File: config.mk
export PLATFORM = sky130hd
export DESIGN_NAME = tap_act_regs
export DESIGN_NICKNAME = d
export VERILOG_FILES = /design/src/tap_act_pkg.sv /design/src/tap_act_regs.sv /design/src/tap_irq_timer.sv
export SDC_FILE = /design/constraint.sdc
export NUM_CORES = 1
export LEC_CHECK = 0
export ABC_CLOCK_PERIOD_IN_PS = 5000
export BUFFER_PORTS_ARGS = -buffer_cell sky130_fd_sc_hd__buf_4
export CAP_MARGIN = 20
export CORE_MARGIN = 5
export CORE_UTILIZATION = 53
export CTS_BUF_LIST = sky130_fd_sc_hd__clkbuf_4 sky130_fd_sc_hd__clkbuf_8 sky130_fd_sc_hd__clkbuf_16
export DETAILED_ROUTE_END_ITERATION = 16
export MAX_ROUTING_LAYER = met4
export PLACE_DENSITY = 0.81
export SYNTH_ARGS = -nofsm -noshare
export SYNTH_HDL_FRONTEND = slang
export SYNTH_HIERARCHICAL = 1
export SYNTH_SLANG_ARGS = --single-unit
File: constraint.sdc
create_clock -name hclk -period 5 [get_ports hclk]
set_input_delay 1 -clock hclk [delete_from_list [all_inputs] [get_ports hclk]]
set_output_delay 1 -clock hclk [all_outputs]
set_load 0.1 [all_outputs]
File: src/tap_act_pkg.sv
// Package for the tap and activity configuration register bank.
// Assumes a single AHB-Lite master, 32-bit word accesses and one clock domain.
// Notes on behaviour
// - Unlatched tap interrupt lasts the latency window
// - Latched tap interrupt holds until source read
// - Seven-bit tap threshold resets zero, below latch
// - Seven-bit time limit, top bit unused, zero
// - Full eight-bit latency register, resets zero
// - Activity threshold applies only in low power
// - Activity duration equals (8*value+1)/output_data_rate
package tap_act_pkg;

  // Printed offsets are not word multiples: they are indices, byte address = 4*index
  localparam logic [7:0] idx_tap_ths    = 8'h3A;
  localparam logic [7:0] idx_tap_limit  = 8'h3B;
  localparam logic [7:0] idx_tap_lat    = 8'h3C;
  localparam logic [7:0] idx_tap_win    = 8'h3D;
  localparam logic [7:0] idx_activity_threshold    = 8'h3E;
  localparam logic [7:0] idx_activity_duration    = 8'h3F;
  localparam logic [7:0] idx_tap_src    = 8'h39;
  localparam logic [7:0] idx_mode_ctrl  = 8'h40;

  localparam int         latch_bit      = 7;
  localparam int         ths_msb        = 6;
  localparam logic [7:0] rst_tap_ths    = 8'h00;
  localparam logic [7:0] rst_tap_limit  = 8'h00;
  localparam logic [7:0] rst_tap_lat    = 8'h00;
  localparam logic [7:0] rst_tap_win    = 8'h00;
  localparam logic [7:0] rst_activity_threshold    = 8'h00;
  localparam logic [7:0] rst_activity_duration    = 8'h00;
  localparam logic [7:0] rst_mode_ctrl  = 8'h00;

  // Mode control field positions
  localparam int         fs_lsb         = 0;
  localparam int         lp_bit         = 2;

  // Threshold step in mg per full-scale code 0..3
  localparam logic [7:0] step_2g        = 8'h10;
  localparam logic [7:0] step_4g        = 8'h20;
  localparam logic [7:0] step_8g        = 8'h3E;
  localparam logic [7:0] step_16g       = 8'hBA;

  localparam logic [1:0] htrans_nonseq  = 2'h2;

  typedef struct packed {
    logic        latch;
    logic [6:0]  ths;
    logic [6:0]  limit;
    logic [7:0]  latency;
    logic [7:0]  window;
    logic [6:0]  activity_threshold;
    logic [7:0]  activity_duration;
    logic [1:0]  fs;
    logic        low_power;
  } tap_cfg_t;

endpackage

File: src/tap_act_regs.sv
// AHB-Lite slave holding the tap and activity configuration registers.
// Assumes one AHB-Lite master; the tap detector supplies events and ticks.
//
// The AHB-Lite slave port was decided locally.
`timescale 1ns/1ps
module tap_act_regs (
  input  wire logic        hclk,
  input  wire logic        hresetn,
  input  wire logic        hsel,
  input  wire logic [31:0] haddr,
  input  wire logic [1:0]  htrans,
  input  wire logic        hwrite,
  input  wire logic [2:0]  hsize,
  input  wire logic [31:0] hwdata,
  input  wire logic        hready,
  output      logic [31:0] hrdata,
  output      logic        hreadyout,
  output      logic        hresp,
  input  wire logic        tap_event,
  input  wire logic [7:0]  tap_source_in,
  input  wire logic        odr_tick,
  output      logic        tap_irq,
  output      tap_act_pkg::tap_cfg_t cfg,
  output      logic [15:0] activity_threshold_mg,
  output      logic [11:0] activity_duration_ticks
);
  logic [7:0] ths_reg;
  logic [7:0] limit_reg;
  logic [7:0] lat_reg;
  logic [7:0] win_reg;
  logic [7:0] activity_threshold_reg;
  logic [7:0] activity_duration_reg;
  logic [7:0] mode_reg;
  logic [7:0] ths_next;
  logic [7:0] limit_next;
  logic [7:0] lat_next;
  logic [7:0] win_next;
  logic [7:0] activity_threshold_next;
  logic [7:0] activity_duration_next;
  logic [7:0] mode_next;
  logic       wr_pend_reg;
  logic [7:0] wr_idx_reg;
  logic [7:0] rd_data_next;
  logic [7:0] step_next;
  logic       src_read;
  logic [6:0] act_eff;
  wire        take = hsel && hready && htrans == tap_act_pkg::htrans_nonseq;
  wire  [7:0] idx  = haddr[9:2];

  // Single-cycle answer: ready from the first clock after reset (low during reset), always OKAY
  always_ff @(posedge hclk or negedge hresetn) begin
    if (!hresetn) begin
      hreadyout <= 1'b0;
      hresp     <= 1'b0;
    end else begin
      hreadyout <= 1'b1;
      hresp     <= 1'b0;
    end
  end

  always_ff @(posedge hclk or negedge hresetn) begin
    if (!hresetn) begin
      wr_pend_reg <= 1'b0;
      wr_idx_reg  <= 8'h00;
    end else begin
      wr_pend_reg <= take && hwrite;
      wr_idx_reg  <= idx;
    end
  end

  // A register keeps its contents unless the current data phase writes it
  always_comb begin
    ths_next     = ths_reg;
    limit_next   = limit_reg;
    lat_next     = lat_reg;
    win_next     = win_reg;
    activity_threshold_next = activity_threshold_reg;
    activity_duration_next = activity_duration_reg;
    mode_next    = mode_reg;
    if (wr_pend_reg) begin
      case (wr_idx_reg)
        tap_act_pkg::idx_tap_ths:   ths_next     = hwdata[7:0];
        tap_act_pkg::idx_tap_limit: limit_next   = {1'b0, hwdata[6:0]};
        tap_act_pkg::idx_tap_lat:   lat_next     = hwdata[7:0];
        tap_act_pkg::idx_tap_win:   win_next     = hwdata[7:0];
        tap_act_pkg::idx_activity_threshold:   activity_threshold_next = {1'b0, hwdata[6:0]};
        tap_act_pkg::idx_activity_duration:   activity_duration_next = hwdata[7:0];
        tap_act_pkg::idx_mode_ctrl: mode_next    = {5'h00, hwdata[2:0]};
        default: ;
      endcase
    end
  end

  always_ff @(posedge hclk or negedge hresetn) begin
    if (!hresetn) begin
      ths_reg <= tap_act_pkg::rst_tap_ths;
    end else begin
      ths_reg <= ths_next;
    end
  end

  always_ff @(posedge hclk or negedge hresetn) begin
    if (!hresetn) begin
      limit_reg <= tap_act_pkg::rst_tap_limit;
    end else begin
      limit_reg <= limit_next;
    end
  end

  always_ff @(posedge hclk or negedge hresetn) begin
    if (!hresetn) begin
      lat_reg <= tap_act_pkg::rst_tap_lat;
    end else begin
      lat_reg <= lat_next;
    end
  end

  always_ff @(posedge hclk or negedge hresetn) begin
    if (!hresetn) begin
      win_reg <= tap_act_pkg::rst_tap_win;
    end else begin
      win_reg <= win_next;
    end
  end

  always_ff @(posedge hclk or negedge hresetn) begin
    if (!hresetn) begin
      activity_threshold_reg <= tap_act_pkg::rst_activity_threshold;
    end else begin
      activity_threshold_reg <= activity_threshold_next;
    end
  end

  always_ff @(posedge hclk or negedge hresetn) begin
    if (!hresetn) begin
      activity_duration_reg <= tap_act_pkg::rst_activity_duration;
    end else begin
      activity_duration_reg <= activity_duration_next;
    end
  end

  always_ff @(posedge hclk or negedge hresetn) begin
    if (!hresetn) begin
      mode_reg <= tap_act_pkg::rst_mode_ctrl;
    end else begin
      mode_reg <= mode_next;
    end
  end

  // Reading the next values lets a read right behind a write see the new data
  always_comb begin
    case (idx)
      tap_act_pkg::idx_tap_ths:   rd_data_next = ths_next;
      tap_act_pkg::idx_tap_limit: rd_data_next = limit_next;
      tap_act_pkg::idx_tap_lat:   rd_data_next = lat_next;
      tap_act_pkg::idx_tap_win:   rd_data_next = win_next;
      tap_act_pkg::idx_activity_threshold:   rd_data_next = activity_threshold_next;
      tap_act_pkg::idx_activity_duration:   rd_data_next = activity_duration_next;
      tap_act_pkg::idx_mode_ctrl: rd_data_next = mode_next;
      tap_act_pkg::idx_tap_src:   rd_data_next = {1'b0, tap_source_in[6:0] | {tap_irq, 6'h00}};
      default:                    rd_data_next = 8'h00;
    endcase
  end

  always_ff @(posedge hclk or negedge hresetn) begin
    if (!hresetn) hrdata <= 32'h0000_0000;
    else if (take && !hwrite) hrdata <= {24'h000000, rd_data_next};
  end

  // Source read clears a latched interrupt
  assign src_read = take && !hwrite && idx == tap_act_pkg::idx_tap_src;

  tap_irq_timer #(.cnt_w(8)) u_irq (
    .hclk      (hclk),
    .hresetn   (hresetn),
    .tap_event (tap_event),
    .odr_tick  (odr_tick),
    .latch_sel (ths_reg[tap_act_pkg::latch_bit]),
    .latency   (lat_reg),
    .src_read  (src_read),
    .irq_reg   (tap_irq)
  );

  always_comb begin
    case (mode_reg[tap_act_pkg::fs_lsb +: 2])
      2'h0:    step_next = tap_act_pkg::step_2g;
      2'h1:    step_next = tap_act_pkg::step_4g;
      2'h2:    step_next = tap_act_pkg::step_8g;
      default: step_next = tap_act_pkg::step_16g;
    endcase
  end

  // Threshold only takes effect in low-power mode
  assign act_eff = mode_reg[tap_act_pkg::lp_bit] ? activity_threshold_reg[6:0] : 7'h00;

  always_ff @(posedge hclk or negedge hresetn) begin
    if (!hresetn) begin
      cfg           <= '0;
      activity_threshold_mg    <= 16'h0000;
      activity_duration_ticks <= 12'h000;
    end else begin
      cfg.latch     <= ths_reg[tap_act_pkg::latch_bit];
      cfg.ths       <= ths_reg[tap_act_pkg::ths_msb:0];
      cfg.limit     <= limit_reg[6:0];
      cfg.latency   <= lat_reg;
      cfg.window    <= win_reg;
      cfg.activity_threshold   <= act_eff;
      cfg.activity_duration   <= activity_duration_reg;
      cfg.fs        <= mode_reg[tap_act_pkg::fs_lsb +: 2];
      cfg.low_power <= mode_reg[tap_act_pkg::lp_bit];
      activity_threshold_mg    <= 16'(act_eff) * 16'(step_next);
      activity_duration_ticks <= {1'b0, activity_duration_reg, 3'h0} + 12'h001;
    end
  end
endmodule // tap_act_regs

File: src/tap_irq_timer.sv
// Tap interrupt output stage: pulse of latency length or latched.
// Assumes tap events and output-data-rate ticks arrive as one-cycle pulses.
`timescale 1ns/1ps
module tap_irq_timer #(
  parameter int cnt_w = 8
) (
  input  wire logic             hclk,
  input  wire logic             hresetn,
  input  wire logic             tap_event,
  input  wire logic             odr_tick,
  input  wire logic             latch_sel,
  input  wire logic [cnt_w-1:0] latency,
  input  wire logic             src_read,
  output      logic             irq_reg
);
  logic [cnt_w-1:0] count_reg;

  always_ff @(posedge hclk or negedge hresetn) begin
    if (!hresetn) begin
      irq_reg   <= 1'b0;
      count_reg <= '0;
    end else if (tap_event) begin
      // New event wins over a clear in the same cycle
      irq_reg   <= 1'b1;
      count_reg <= latency;
    end else if (irq_reg) begin
      if (latch_sel) begin
        if (src_read) irq_reg <= 1'b0;
      end else if (count_reg == '0) begin
        irq_reg <= 1'b0;
      end else if (odr_tick) begin
        count_reg <= count_reg - 1'b1;
      end
    end
  end
endmodule // tap_irq_timer

# ---- Word level (Yosys, flattened, before mapping)
# Index checks and enable logic that the tools add are counted.
dict set report classes {
  n_addsub 2
  mul 1
  n_eq_ne 20
  muxes 27
  n_bitwise 1
  n_reduce_logical 11
}
# cell count
set op_table {}
lappend op_table {{two-way mux 8 bit} 19}
lappend op_table {{== test 8 x 6 -> 1 bit (second input constant)} 13}
lappend op_table {{one-hot mux 8 bit (8 select lines)} 1}
lappend op_table {{one-hot mux 8 bit (3 select lines)} 1}
lappend op_table {{== test 8 x 7 -> 1 bit (second input constant)} 2}
lappend op_table {{multiplier 7 x 8 -> 15 bit} 1}
lappend op_table {{adder 11 x 1 -> 12 bit (second input constant)} 1}
lappend op_table {{zero test 8 bit} 1}
lappend op_table {{subtractor 8 x 1 -> 8 bit (second input constant)} 1}
lappend op_table {{two-way mux 7 bit} 1}
lappend op_table {{bitwise OR 7 bit} 1}
lappend op_table {{logical AND 1 bit} 5}
lappend op_table {{two-way mux 1 bit} 5}
lappend op_table {{== test 2 bit (second input constant)} 2}
lappend op_table {{inequality test 2 bit (second input constant)} 2}
lappend op_table {{AND reduction 4 bit} 1}
lappend op_table {{nonzero test 2 bit} 2}
lappend op_table {{== test 2 x 1 -> 1 bit (second input constant)} 1}
lappend op_table {{zero test 2 bit} 1}
lappend op_table {{zero test 1 bit} 1}
dict set report totals {
  reg_bits 159
  inputBits 84
  elab_cells 86
}

# ---- Depth between registers and ports, before layout
dict set report logic_depth {
  depth_word 8
  mapped_depth 19
}

# ---- Hierarchy
# The synthesis kept the hierarchy.
# module instances cells_per_inst area_each_um2 seq_area_each_um2
set modules_own_cells {}
lappend modules_own_cells {tap_act_regs 1 526 6530.0 3428.3}
lappend modules_own_cells {tap_irq_timer 1 72 643.1 225.2}

# ---- Worst setup path after synthesis
# No wires, ideal clock.
dict set report synth_timing {
  path_kind {flip-flop to flip-flop}
  startpoint {register mode_reg[2]}
  endpoint {register activity_threshold_mg[14]}
  setup_time_ps 116
  arrival_ps 3983
  t_required_ps 4884
  path_slack_ps 901
  path_stages_with_launch 14
  period_less_slack_ps 4099
  path_cell_list {dfrtp_1 > clkbuf_1 > and3_1 > inv_1 > fa_1 > fa_1 > inv_1 > fa_1 > fa_1 > ha_1 > o21ai_0 > o21ai_0 > nand3_1 > o311ai_0}
}
dict set report synth_between {
  elab_chain_len 2
}
# item line
set synth_rtl {}
lappend synth_rtl {{start, declared} tap_act_regs.sv:33} ;# logic [7:0] mode_reg;
lappend synth_rtl {{start signal, assigned} tap_act_regs.sv:144} ;# mode_reg <= tap_act_pkg::rst_mode_ctrl;
lappend synth_rtl {{start signal, assigned} tap_act_regs.sv:146} ;# mode_reg <= mode_next;
lappend synth_rtl {{two-way mux 7 bit} tap_act_regs.sv:194} ;# assign act_eff = mode_reg[tap_act_pkg::lp_bit] ? activity_threshold_reg[6:0] : 7'h00;
lappend synth_rtl {{multiplier 7 x 8 -> 15 bit} tap_act_regs.sv:211} ;# activity_threshold_mg <= 16'(act_eff) * 16'(step_next);
lappend synth_rtl {{end signal, assigned} tap_act_regs.sv:211}
lappend synth_rtl {{end, declared} tap_act_regs.sv:24} ;# output logic [15:0] activity_threshold_mg,
# No other way between the ends.
# A chain may end at the register's enable or synchronous reset.

# ---- Worst setup path in the final report
dict set report layout_timing {
  startpoint {register mode_reg[2]}
  endpoint {register activity_threshold_mg[14]}
}
dict set report layout_between {
  elab_chain_len 2
}
# item line
set layout_rtl {}
lappend layout_rtl {{two-way mux 7 bit} tap_act_regs.sv:194}
lappend layout_rtl {{via act_eff[4]} tap_act_regs.sv:46} ;# logic [6:0] act_eff;
lappend layout_rtl {{multiplier 7 x 8 -> 15 bit} tap_act_regs.sv:211}
# The timed path passes the listed nets, and every way through them passes these cells.

==> results.tsv <==
stage	metric	value	unit
status	status	finished clean	
placement	number of buffers added on ports	113	
detailed_routing	first-pass detailed-route iteration total	5	
clocking	worst-case clock buffer depth	2	
detailed_routing	DRC violations left	0	
timing	RSZ-0062 raised after global routing	false	
detailed_routing	sum of met3 wire segment lengths after detailed routing	1270	microns
timing	setup TNS	0	ns
worst_setup_path	classification of the worst setup path	reg2reg	
power	Leak	4.60	nW
floorplan	DIE AREA	0.0160	sq mm
logic_synthesis	number of warnings printed during yosys synthesis	6	
clocking	H-tree depth	4	
final_layout	number of flip-flops in the largest register	48	
timing	maximum operating frequency	214	MHz
placement	placed wire-length estimate	12200	microns
timing	number of hold-slack violations in the final timing report	0	
logic_synthesis	synthesized-area fraction occupied by ao, oa, aoi and oai cells	0.0780	
placement	post-place instance area	0.00803	sq mm
detailed_routing	WL/cell	18.4	microns
final_layout	Largest Register	cfg	
detailed_routing	initial DRC count	374	
timing	post-route minimum period	4.67	ns
worst_setup_path	WP data required	5.29	ns
worst_setup_path	CP arrival	4.97	ns
timing	final worst path period share	0.935	
logic_synthesis	adder-cell share of the synthesized area	0.115	
flow_run	number of max-capacitance violations reported	0	
timing	headroom to the max-slew limit	0.183	
detailed_routing	Avg Vias per Cell	5.57	
detailed_routing	total number of vias	5009	
timing	Post-Route Hold Slack	0.371	ns
floorplan	die extent in x	126	microns
logic_synthesis	post-synthesis sequential area ratio	0.509	
logic_synthesis	Syn Inst Count	598	
final_layout	total non-filler cell area in the finished layout	0.00868	sq mm
clocking	clock root cell	sky130_fd_sc_hd__clkbuf_16	
global_routing	largest net degree at the start of global routing	100	
floorplan	effective utilization at floorplan	0.542	
logic_synthesis	netlist area before placement	0.00717	sq mm
clocking	CTS tree	done	
final_layout	number of standard cells in the final layout excluding fillers	899	
clocking	cells resized by post-CTS repair	0	
floorplan	die span in y	126	microns
final_layout	Antenna diodes	0	
final_layout	commonest non-fill, non-tap cell in the layout	sky130_fd_sc_hd__dfrtp_1	
worst_setup_path	CP Launch Type	flip-flop	
timing	final slew viol count	0	
logic_synthesis	fraction of registers with async set/reset	1.00	
logic_synthesis	predominant post-synthesis flop cell	sky130_fd_sc_hd__dfrtp_1	
logic_synthesis	number of synthesized flops with an enable pin	0	
floorplan	placeable core region	0.0132	sq mm
logic_synthesis	Avg Cell Area, Syn	12.0	sq um
clocking	number of buffers created by CTS	17	
detailed_routing	routed length on met1	6500	microns
timing	transition time at the pin with the least slew margin	1.22	ns
placement	placed cell count	865	
final_layout	nets	849	
logic_synthesis	count of cell types in the netlist	67	
final_layout	share of cells above drive strength 1	0.293	
detailed_routing	final wirelength	16500	microns
global_routing	total overflow reported by the global router	0	
floorplan	io pins	196	
logic_synthesis	library cell with the largest summed area after synthesis	sky130_fd_sc_hd__dfrtp_1	
logic_synthesis	fraction of synthesized area in multiplexers	0.0771	
power	Cell Pwr Density	351	mW/mm^2
min_path	HP Class	reg2reg	
logic_synthesis	xor-xnor portion of the synthesized cell area	0.0110	
clocking	clock transition at the registers of the reported paths	0.06	ns
timing	maximum clock skew at final layout	0.00676	ns
logic_synthesis	portion of synthesized cell area occupied by the leading cell type	0.509	
logic_synthesis	cells taking the most area after synthesis	sky130_fd_sc_hd__dfrtp_1 (51%), sky130_fd_sc_hd__mux2_2 (7.2%), sky130_fd_sc_hd__ha_1 (6.5%), sky130_fd_sc_hd__fa_1 (5.0%), sky130_fd_sc_hd__buf_4 (4.1%)	
final_layout	registers with the most flip-flops	cfg (48), activity_threshold_mg (14)	
logic_synthesis	Yosys reg bits	146	
clocking	number of clock sinks	146	
detailed_routing	number of nets still failing antenna checks after routing	0	
placement	routability cong.	0.931	
detailed_routing	Detail Route met2 WL	8210	microns
floorplan	FP Rows	42	
timing	final number of setup-violating endpoints	0	
logic_synthesis	largest family of logic cells by synthesized area	simple AND/OR/NAND/NOR gates	
final_layout	post-synthesis to final-layout area growth	20.9	%
clocking	hold-fix buffer count after cts	0	
global_routing	Overall Global Routing Usage	0.222	
global_routing	global-route wire length before repair	27000	microns
clocking	worst-skew pair later-pin latency	0.42	ns
global_routing	antenna violations before repair	0	
detailed_routing	Top Layer Used	met4	
worst_setup_path	crit path capture type	flip-flop	
global_routing	number of global-route vias before repair	5357	
clocking	# Post-CTS Setup Buffers	0	
logic_synthesis	synthesized-area fraction occupied by and/or/nand/nor cells	0.141	
power	largest voltage drop on the vdd net	198	uV
worst_setup_path	maximum fanout encountered on the critical timing path	14	
final_layout	highest-count cells in the layout ignoring fill and taps	sky130_fd_sc_hd__dfrtp_1 (146), sky130_fd_sc_hd__buf_4 (115), sky130_fd_sc_hd__mux2_2 (46), sky130_fd_sc_hd__ha_1 (37), sky130_fd_sc_hd__nand2_1 (36)	
==> path summary, 6_finish.rpt <==
path | startpoint | end | slack, ns | cells past startpoint
min in group asynchronous | hresetn | activity_threshold_mg[5]$_DFF_PN0_ | 0.68 | 1
hold / removal | limit_reg[1]$_DFF_PN0_ | cfg[35]$_DFF_PN0_ | 0.37 | 0
max in group asynchronous | hresetn | u_irq/irq_reg$_DFF_PN0_ | 3.17 | 2
hold reg to reg | limit_reg[1]$_DFF_PN0_ | cfg[35]$_DFF_PN0_ | 0.37 | 0
setup / recovery | mode_reg[2]$_DFF_PN0_ | activity_threshold_mg[14]$_DFF_PN0_ | 0.33 | 13
setup reg to reg | mode_reg[2]$_DFF_PN0_ | activity_threshold_mg[14]$_DFF_PN0_ | 0.33 | 13
==> per-layer routing <==
metal	vias to the layer above	track usage
met5	-	-
met4	0	0.0915
met3	36	0.0652
met2	231	0.352
met1	2477	0.268
li1	2265	-
==> stage by stage <==
stage | util | power, mW | setup slack [ns]
4_1_cts | 0.654 | 3.05 | 0.379
3_3_place_gp | 0.606 | 1.68 | 0.562
6_report | 0.655 | 3.04 | 0.325
5_1_grt | 0.655 | 3.14 | 0.0620
2_1_floorplan | - | 1.60 | 0.901
3_5_place_dp | 0.606 | 1.70 | 0.423
==> cells in the mapped netlist (all sizes together) (3+ instances only) <==
master     n
a31oi      7
nand4      3
or4        3
clkbuf    12
a22oi      6
o21bai     3
nand2b     6
and2      16
and4       3
nor3b      4
a222oi     4
o21ai      6
xnor2      5
a21o       3
nand2     36
o311ai     3
nand3b     3
nor2      27
xor2       4
a21oi     13
o2111ai    3
buf       42
ha        37
nor4b      3
dfrtp    146
fa        18
nor3      13
nor4       4
a221oi     4
and3      10
a2111oi    3
inv       34
o211ai     5
mux2      47
nand3     19
nor2b     12
==> cell type report <==
cell class | instances | area (sq um)
clock buffers | 23 | 489
multi-input cells | 392 | 3150
repair buffers | 118 | 885
well taps | 176 | 220
clock inverters | 9 | 151
fillers | 982 | 4570
inverters | 35 | 131
flip-flops and latches | 146 | 3650
==> report_power, final <==
group          leakage, nW  switching [mW]  internal [mW]
Clock                0.318           0.470          0.890
Sequential            2.00          0.0385           1.21
Combinational         2.29           0.323          0.109
==> cells by family (layout without fill, tap and decap cells) <==
group | Yosys count | in the layout
AND/OR/NAND/NOR | 173 | 173
flip-flops | 146 | 146
multiplexers | 49 | 49
adder cells (fa/ha/maj) | 55 | 55
buffers and inverters | 89 | 185
XOR/XNOR | 9 | 9
AO/OA/AOI/OAI | 75 | 75
other | 2 | 31
==> critical path, cell delays in order (launching register included) <==
cell                       delay [ns]
sky130_fd_sc_hd__dfrtp_1         0.58
sky130_fd_sc_hd__nand2_1         0.17
sky130_fd_sc_hd__inv_1           0.14
sky130_fd_sc_hd__nand2_1         0.13
sky130_fd_sc_hd__fa_1            0.53
sky130_fd_sc_hd__fa_1            0.55
sky130_fd_sc_hd__inv_1           0.06
sky130_fd_sc_hd__fa_1            0.51
sky130_fd_sc_hd__fa_1            0.49
sky130_fd_sc_hd__ha_1            0.34
sky130_fd_sc_hd__o21ai_0         0.12
sky130_fd_sc_hd__o21ai_0         0.40
sky130_fd_sc_hd__nand3_1         0.18
sky130_fd_sc_hd__o311ai_0        0.33
Note: power is estimated with default switching activity, not from simulation.
